<file path="src/rtl/keypad_led_scan_pkg.sv">
// Constants and types for the keypad and LED scan port
package keypad_led_scan_pkg;
  localparam int DIGIT_COUNT = 10;
  localparam int KEY_ROWS = 9;
  localparam int KEY_COLS = 5;
  localparam int SEG_COUNT = 8;

  // Register byte offsets
  localparam logic [11:0] PORT_OFS = 12'h400;
  localparam logic [11:0] STATUS_OFS = 12'h404;
  localparam logic [11:0] MASK_OFS = 12'h408;

  // Field positions within the port word
  localparam int COL_LSB = 1;
  localparam int MASK_LSB = 1;
  localparam int MASK_MSB = 15;
  localparam int DIGSEL_LSB = 16;
  localparam int SEG_LSB = 20;
  localparam int KEEPALIVE_BIT = 28;
  localparam int OUT_LSB = 16;

  // Status word fields
  localparam int STAT_BLANK_BIT = 0;
  localparam int STAT_IRQ_BIT = 1;

  // Reset values
  localparam logic [31:0] PORT_RESET = 32'hffff0000;
  localparam logic [15:0] MASK_RESET = 16'h0000;

  // Fail-safe timeout
  localparam int CLK_FREQ_KHZ = 10000;
  localparam int FAILSAFE_TIME_MS = 10;
  localparam int FAILSAFE_CYCLES = FAILSAFE_TIME_MS * CLK_FREQ_KHZ;

  localparam logic [1:0] RESP_OKAY = 2'h0;
  localparam logic [1:0] RESP_SLVERR = 2'h2;

  typedef struct packed {
    logic keepAlive;
    logic [SEG_COUNT-1:0] segment;
    logic [3:0] digitSelect;
  } scan_out_t;
endpackage : keypad_led_scan_pkg

</file>
<file path="src/rtl/keypad_led_scan_port.sv">
// AXI4-Lite scan port for a ten-digit LED display and 9x5 key matrix
`timescale 1ns/10ps
// Function
// - Drive ten used digits, numbered 1 to 10 from the left.
// - Segment sourced only when its line and display enable are both low.
// - Digit line low through one-of-ten decode; code zero selects digit 1.
// - Four-bit select decoded into ten mutually exclusive active-low lines.
// - Fail-safe timer blanks display unless keep-alive pulses keep coming.
// - Keyboard is 45 switches in 9 rows by 5 columns.
// - Digit lines 1 to 9 also drive keyboard rows.
// - Columns idle high; low means key closed to enabled row.
// - Masked input makes no interrupt yet stays readable.
// - Port occupies the address range starting at 400 hex, 32 bits.
module keypad_led_scan_port
  import keypad_led_scan_pkg::*;
#(
  parameter int FailsafeCycles = FAILSAFE_CYCLES
) (
  input wire logic ref_clk,
  input wire logic rst_n,
  input wire logic ce,
  input wire logic [11:0] s_axi_awaddr,
  input wire logic s_axi_awvalid,
  output logic s_axi_awready,
  input wire logic [31:0] s_axi_wdata,
  input wire logic [3:0] s_axi_wstrb,
  input wire logic s_axi_wvalid,
  output logic s_axi_wready,
  output logic [1:0] s_axi_bresp,
  output logic s_axi_bvalid,
  input wire logic s_axi_bready,
  input wire logic [11:0] s_axi_araddr,
  input wire logic s_axi_arvalid,
  output logic s_axi_arready,
  output logic [31:0] s_axi_rdata,
  output logic [1:0] s_axi_rresp,
  output logic s_axi_rvalid,
  input wire logic s_axi_rready,
  input wire logic [KEY_COLS-1:0] key_column_n,
  output logic [DIGIT_COUNT-1:0] digit_n,
  output logic [KEY_ROWS-1:0] key_row_n,
  output logic [SEG_COUNT-1:0] segment_n,
  output logic display_enable_n,
  output logic irq_request_n
);
  // Elaboration checks: 24-bit timer, carrier matches the port output field
  if (FailsafeCycles < 1 || FailsafeCycles > 32'h00ffffff) begin : g_failsafe_range
    $error("FailsafeCycles out of range");
  end
  if ($bits(scan_out_t) != KEEPALIVE_BIT - OUT_LSB + 1) begin : g_carrier_width
    $error("scan_out_t does not match the port output field");
  end
  if (KEY_ROWS > DIGIT_COUNT) begin : g_row_count
    $error("more key rows than digit lines");
  end

  localparam logic [23:0] RELOAD = FailsafeCycles[23:0];

  // Word address: the two low address bits are ignored
  function automatic logic [11:0] wordAddr(input logic [11:0] addr);
    return {addr[11:2], 2'b00};
  endfunction : wordAddr

  // Strobed byte lanes take the new data
  function automatic logic [31:0] mergeLanes(
    input logic [31:0] oldWord,
    input logic [31:0] newWord,
    input logic [3:0] strb
  );
    logic [31:0] merged;
    merged = oldWord;
    for (int b = 0; b < 4; b++) begin
      if (strb[b]) begin
        merged[b*8 +: 8] = newWord[b*8 +: 8];
      end
    end
    return merged;
  endfunction : mergeLanes

  // One-of-ten decode; codes 10 to 15 leave every line high
  function automatic logic [DIGIT_COUNT-1:0] decodeDigit(input logic [3:0] sel);
    logic [DIGIT_COUNT-1:0] lines;
    lines = '1;
    for (int i = 0; i < DIGIT_COUNT; i++) begin
      if (sel == i[3:0]) begin
        lines[i] = 1'b0;
      end
    end
    return lines;
  endfunction : decodeDigit

  logic [31:0] portQ, portD;
  logic [15:0] maskQ, maskD;
  logic [23:0] timerQ, timerD;
  // Write and read channel state
  logic awHeldQ, awHeldD;
  logic wHeldQ, wHeldD;
  logic [11:0] awAddrQ, awAddrD;
  logic [31:0] wDataQ, wDataD;
  logic [3:0] wStrbQ, wStrbD;
  logic awReadyQ, awReadyD;
  logic wReadyQ, wReadyD;
  logic bValidQ, bValidD;
  logic arReadyQ, arReadyD;
  logic rValidQ, rValidD;
  logic [1:0] bRespQ, bRespD;
  logic [1:0] rRespQ, rRespD;
  logic [31:0] rDataQ, rDataD;
  // Display outputs and interrupt
  logic [DIGIT_COUNT-1:0] digitQ, digitD;
  logic [KEY_ROWS-1:0] rowQ, rowD;
  logic [SEG_COUNT-1:0] segQ, segD;
  logic blankQ, blankD;
  logic irqNQ, irqND;
  scan_out_t scanNext;
  logic [31:0] portRead;
  logic [15:0] pendingNext;

  // Column pins read in place of the stored bits; other inputs idle high
  always_comb begin
    portRead = portQ;
    portRead[MASK_MSB:MASK_LSB] = '1;
    portRead[COL_LSB +: KEY_COLS] = key_column_n;
  end

  // Write channel with port and mask registers
  always_comb begin
    portD = portQ;
    maskD = maskQ;
    awHeldD = awHeldQ;
    wHeldD = wHeldQ;
    awAddrD = awAddrQ;
    wDataD = wDataQ;
    wStrbD = wStrbQ;
    bValidD = bValidQ;
    bRespD = bRespQ;
    if (s_axi_awvalid && awReadyQ) begin
      awHeldD = 1'b1;
      awAddrD = s_axi_awaddr;
    end
    if (s_axi_wvalid && wReadyQ) begin
      wHeldD = 1'b1;
      wDataD = s_axi_wdata;
      wStrbD = s_axi_wstrb;
    end
    if (awHeldQ && wHeldQ && !bValidQ) begin
      awHeldD = 1'b0;
      wHeldD = 1'b0;
      bValidD = 1'b1;
      bRespD = RESP_OKAY;
      unique case (wordAddr(awAddrQ))
        PORT_OFS: portD = mergeLanes(portQ, wDataQ, wStrbQ);
        MASK_OFS: begin
          for (int b = 0; b < 2; b++) begin
            if (wStrbQ[b]) begin
              maskD[b*8 +: 8] = wDataQ[b*8 +: 8];
            end
          end
          maskD[0] = 1'b0;
        end
        STATUS_OFS: bRespD = RESP_OKAY;
        default: bRespD = RESP_SLVERR;
      endcase
    end
    if (bValidQ && s_axi_bready) begin
      bValidD = 1'b0;
    end
    // No new write until the response is taken
    awReadyD = !awHeldD && !bValidD;
    wReadyD = !wHeldD && !bValidD;
  end

  // Read channel; one read under way at a time
  always_comb begin
    rValidD = rValidQ;
    rRespD = rRespQ;
    rDataD = rDataQ;
    if (rValidQ && s_axi_rready) begin
      rValidD = 1'b0;
    end
    if (s_axi_arvalid && arReadyQ) begin
      rValidD = 1'b1;
      rRespD = RESP_OKAY;
      unique case (wordAddr(s_axi_araddr))
        PORT_OFS: rDataD = portRead;
        MASK_OFS: rDataD = {16'h0000, maskQ};
        STATUS_OFS: begin
          rDataD = 32'h00000000;
          rDataD[STAT_BLANK_BIT] = blankQ;
          rDataD[STAT_IRQ_BIT] = !irqNQ;
        end
        default: begin
          rDataD = 32'h00000000;
          rRespD = RESP_SLVERR;
        end
      endcase
    end
    // Next read accepted once the data is taken
    arReadyD = !rValidD;
  end

  // Display drive, fail-safe timer, key rows and interrupt request
  always_comb begin
    scanNext = portD[KEEPALIVE_BIT:OUT_LSB];
    timerD = timerQ;
    // Falling edge of the keep-alive line restarts the timer
    if (portQ[KEEPALIVE_BIT] && !scanNext.keepAlive) begin
      timerD = RELOAD;
    end else if (timerQ != 24'h000000) begin
      timerD = timerQ - 24'h000001;
    end
    blankD = (timerD == 24'h000000);
    digitD = decodeDigit(scanNext.digitSelect);
    rowD = digitD[KEY_ROWS-1:0];
    segD = scanNext.segment | {SEG_COUNT{blankD}};
    pendingNext = 16'h0000;
    pendingNext[COL_LSB +: KEY_COLS] = ~key_column_n;
    irqND = !(|(pendingNext & maskD));
  end

  // Write channel, port and mask registers
  always_ff @(posedge ref_clk or negedge rst_n) begin
    if (!rst_n) begin
      portQ <= PORT_RESET;
      maskQ <= MASK_RESET;
      awHeldQ <= 1'b0;
      wHeldQ <= 1'b0;
      awAddrQ <= 12'h000;
      wDataQ <= 32'h00000000;
      wStrbQ <= 4'h0;
      awReadyQ <= 1'b0;
      wReadyQ <= 1'b0;
      bValidQ <= 1'b0;
      bRespQ <= RESP_OKAY;
    end else if (ce) begin
      portQ <= portD;
      maskQ <= maskD;
      awHeldQ <= awHeldD;
      wHeldQ <= wHeldD;
      awAddrQ <= awAddrD;
      wDataQ <= wDataD;
      wStrbQ <= wStrbD;
      awReadyQ <= awReadyD;
      wReadyQ <= wReadyD;
      bValidQ <= bValidD;
      bRespQ <= bRespD;
    end
  end

  // Read channel registers
  always_ff @(posedge ref_clk or negedge rst_n) begin
    if (!rst_n) begin
      arReadyQ <= 1'b0;
      rValidQ <= 1'b0;
      rRespQ <= RESP_OKAY;
      rDataQ <= 32'h00000000;
    end else if (ce) begin
      arReadyQ <= arReadyD;
      rValidQ <= rValidD;
      rRespQ <= rRespD;
      rDataQ <= rDataD;
    end
  end

  // Display, fail-safe timer and interrupt registers
  always_ff @(posedge ref_clk or negedge rst_n) begin
    if (!rst_n) begin
      timerQ <= 24'h000000;
      digitQ <= '1;
      rowQ <= '1;
      segQ <= '1;
      blankQ <= 1'b1;
      irqNQ <= 1'b1;
    end else if (ce) begin
      timerQ <= timerD;
      digitQ <= digitD;
      rowQ <= rowD;
      segQ <= segD;
      blankQ <= blankD;
      irqNQ <= irqND;
    end
  end

  // Outputs straight from registers
  assign s_axi_awready = awReadyQ;
  assign s_axi_wready = wReadyQ;
  assign s_axi_bvalid = bValidQ;
  assign s_axi_bresp = bRespQ;
  assign s_axi_arready = arReadyQ;
  assign s_axi_rvalid = rValidQ;
  assign s_axi_rresp = rRespQ;
  assign s_axi_rdata = rDataQ;
  assign digit_n = digitQ;
  assign key_row_n = rowQ;
  assign segment_n = segQ;
  assign display_enable_n = blankQ;
  assign irq_request_n = irqNQ;
endmodule : keypad_led_scan_port

</file>
<file path="config.mk">
export PLATFORM = sky130hd
export DESIGN_NAME = keypad_led_scan_port
export DESIGN_NICKNAME = d
export VERILOG_FILES = /design/src/rtl/keypad_led_scan_pkg.sv /design/src/rtl/keypad_led_scan_port.sv
export SDC_FILE = /design/constraint.sdc
export NUM_CORES = 1
export LEC_CHECK = 0
export BUFFER_PORTS_ARGS = -buffer_cell sky130_fd_sc_hd__clkbuf_2
export CORE_ASPECT_RATIO = 1.5
export CORE_UTILIZATION = 34
export CTS_BUF_LIST = sky130_fd_sc_hd__clkbuf_16
export CTS_CLUSTER_DIAMETER = 30
export DETAILED_ROUTE_END_ITERATION = 7
export PLACE_DENSITY = 0.67
export SYNTH_ARGS = -nofsm -noshare
export SYNTH_HDL_FRONTEND = slang
export SYNTH_SLANG_ARGS = --single-unit
export TNS_END_PERCENT = 5
</file>
<file path="constraint.sdc">
create_clock -name ref_clk -period 2.5 [get_ports ref_clk]
set_input_delay 0.375 -clock ref_clk [delete_from_list [all_inputs] [get_ports ref_clk]]
set_output_delay 0.375 -clock ref_clk [all_outputs]
set_load 0.01 [all_outputs]
</file>
==> results.yml <==
cells_and_area:
  area_delta_synth_final_pct: 29.7
  layout.nets: 969
  layout-drive-gt1-share_pct: 45.9
  diodes: 0
clock_network:
  clockBufferDepth: 2
  clk_latency_ps: 420
  htree_num_levels: 4
  clock-sinks: 163
  cts_buffers: 17
  root_buffer: "clkbuf_16"
  clkTransAtPathRegs_ps: 60
  cts_tree: "done"
timing:
  holdWs_ps: 182
  fin_crit_ps: 2600
  setup_ws_ps: -104
  worst_pin_slew_ps: 570
  max_freq_mhz: 384
  finalSetupTns_ps: -857
  skew_ps: 9.42
  hold_viol_final: 0
  finalCritPeriodShare_pct: 104
  setup_viol: 9
  max_slew_margin_pct: 61.6
  rsz0062_at_grt: "true"
  slew_violations: 0
routing:
  routed_wl_mm: 20.4
  viasPerCell: 5.15
  vias: 6097
  drtAntennaViolNets: 0
  drcViolationCount: 10
  first_pass_iters: 7
  routedWlPerCell_um: 17.3
  drtIter0Drc: 265
floorplanning:
  initial_core_util_pct: 34.6
  io_pins: 143
  die_width_um: 125
  die-area_um2: 23300
  core-area_um2: 22300
  rows: 67
  dieHeight_um: 187
yosys:
  synth_area_leaders: "dfrtp_1 (41%), mux2_2 (12%), dfstp_2 (12%)"
  yosys.area.top_type: "dfrtp_1"
  synth_cells: 685
  seq_area_frac_synth_pct: 53.4
  async_reset_ff_share_pct: 100
  yosys.area.top_type_share_pct: 41.2
  ys_top_cells_by_count: "dfrtp_1 (127), mux2_2 (85), nand2_1 (55)"
  synth_cell_type_count: 61
  yosysWarningCount: 0
  netlist_area_um2: 7720
  synth.avg_cell_area_um2: 11.3
  synth_edf_count: 0
  dominantRegCellSynth: "dfrtp_1"
  ys_ff_latch: 163
  yosysMostFrequentCell: "dfrtp_1"
place:
  post-place-ws_ps: -277
  routabilityCongestion: 0.898
  io_buffers: 136
  place_hpwl_mm: 15.3
critical_path:
  cp-startpoint: "timerQ[1]$_DFFE_PN0P_"
  regToRegSetupSlack_ps: -100
  setup.worst_path.class: "flop to flop"
  reg2reg_depth: 10
  regToRegStartpoint: "timerQ[1]$_DFFE_PN0P_"
  end_kind: "flop"
  cp.arrival_ps: 2950
  max_stage_delay_ps: 460
  path_cells: "inv_2 > ha_4 > or4b_4 > or3_4 > o41ai_4 > o2111ai_1 > nor4_2 > nand4_2 > buf_6 > o21ai_1"
  required_ps: 2850
  cpMaxStageDelayCell: "or4b_4"
  cp_top_family: "simple AND/OR/NAND/NOR gates"
  worstPathMaxFanout: 9
  critical_path_buf_inv_count: 2
  worstSetupStartpointType: "flop"
  r2r_end: "segment_n[1]$_DFFE_PN1P_"
pwr:
  clock_power_share_pct: 29.3
  power.density_nw_per_um2: 887
  swShare_pct: 31.1
  internal-power_mw: 6.12
  p_sw_mw: 2.76
  p_leak_nw: 4.67
  seqPwrFrac_pct: 42.1
  ir_drop_mv: 0.505
  p_comb_share_pct: 28.6
  power.total_mw: 8.88
global_routing:
  grt_pass1_wl_mm: 33.4
  grt_pass1_vias: 6258
  antenna_found_initial: 0
  track_usage_pct: 18.4
  overflow: 0
  grt_max_degree: 63
min_path:
  hold_path_startpoint: "s_axi_wdata[7]"
  worst_hold_path.num_cells: 2
  min_to: "wDataQ[7]$_DFFE_PN0P_"
  hold_class: "input pin to flop"
status:
  status: "finished with violations"
  failed_checks: "DRC, setup timing"
flow_run:
  drv_cap: 0
[layout make-up]
class                      instances  area [um2]
fill                            2135       12300
inverter                          15        56.3
clock inverter                    15         166
clock buffer                      17         425
tap                              276         345
timing repair buffer             232        1490
multi-input combinational        465        3410
sequential                       163        4120
[routing by layer]
metal	global-route usage [%]	vias to the layer above	wire length (um)
li1	-	2909	-
met1	20.8	3021	7970
met2	33.6	134	11000
met3	3.78	33	860
met4	7.65	0	567
met5	0	-	0
[flip-flops by register name (all words and copies together), names as in the netlist, 4 cells and up]
register	flops
maskQ	15
segment_n	8
wStrbQ	4
s_axi_rdata	32
timerQ	24
digit_n	10
awAddrQ	10
portQ	17
wDataQ	32
[how the worst max path moves through the flow]
stage / endpoint / slack, ps / cells past startpoint
2_1_floorplan: display_enable_n$_DFFE_PN1P_ / -30 / 9
3_3_place_gp: segment_n[0]$_DFFE_PN1P_ / -180 / 9
3_5_place_dp: segment_n[1]$_DFFE_PN1P_ / -280 / 9
4_1_cts: segment_n[1]$_DFFE_PN1P_ / -70 / 10
5_1_grt: segment_n[6]$_DFFE_PN1P_ / -290 / 10
6_report: segment_n[1]$_DFFE_PN1P_ / -100 / 10
[stage by stage]
stage / area (um2) / util (%) / cells
detailed placement: 9340 / 41.9 / 1149
global placement: 9340 / 41.9 / 1149
global route: 10000 / 44.9 / 1183
finish: 10000 / 44.9 / 1183
floorplan: 7740 / - / 686
CTS: 9970 / 44.7 / 1183
[placed cells by master (no fill, tap or decap), types with 6 or more instances in the layout]
cell / n
mux2_2: 85
clkbuf_2: 135
clkbuf_16: 17
a31oi_1: 8
dfstp_2: 36
nor3_1: 14
a21oi_1: 13
nand2_1: 54
buf_4: 86
mux2i_1: 13
o31ai_1: 19
xnor2_1: 6
or4_1: 6
dfrtp_1: 127
o21ai_0: 42
a211oi_1: 8
inv_1: 14
nor2_1: 47
nor2b_1: 13
a22o_1: 21
nand3_1: 10
nand2b_1: 7
[power groups by stage]
| stage | clock, mW | combinational (mW) | sequential, mW |
|---|---|---|---|
| 6_report | 2.61 | 2.54 | 3.74 |
| 3_3_place_gp | 0 | 2.47 | 3.74 |
| 4_1_cts | 2.67 | 2.54 | 3.73 |
| 3_5_place_dp | 0 | 2.52 | 3.77 |
| 2_1_floorplan | 0 | 1.42 | 3.70 |
| 5_1_grt | 2.79 | 2.78 | 3.82 |
[repair_timing]
action / 4_1_cts / 5_1_grt
endpoints found under the hold margin: 37 / 0
pin swaps: 3 / 1
setup endpoints to repair: 22 / 31
buffers inserted: 1 / 0
hold buffers: 1 / 0
resized for setup: 10 / 10
[logic make-up (layout without fill, tap and decap cells)]
| logic type | count (synthesis) | count (layout) | synth area share (%) |
|---|---|---|---|
| adder cells (fa/ha/maj) | 2 | 2 | 0.324 |
| AO/OA/AOI/OAI | 151 | 151 | 13.5 |
| XOR/XNOR | 7 | 7 | 0.794 |
| multiplexers | 98 | 98 | 14.1 |
| other | 1 | 2 | 0.0486 |
| buffers and inverters | 58 | 279 | 3.58 |
| AND/OR/NAND/NOR | 205 | 205 | 14.3 |
| flip-flops | 163 | 163 | 53.4 |
Note: power is estimated with default switching activity, not from simulation.
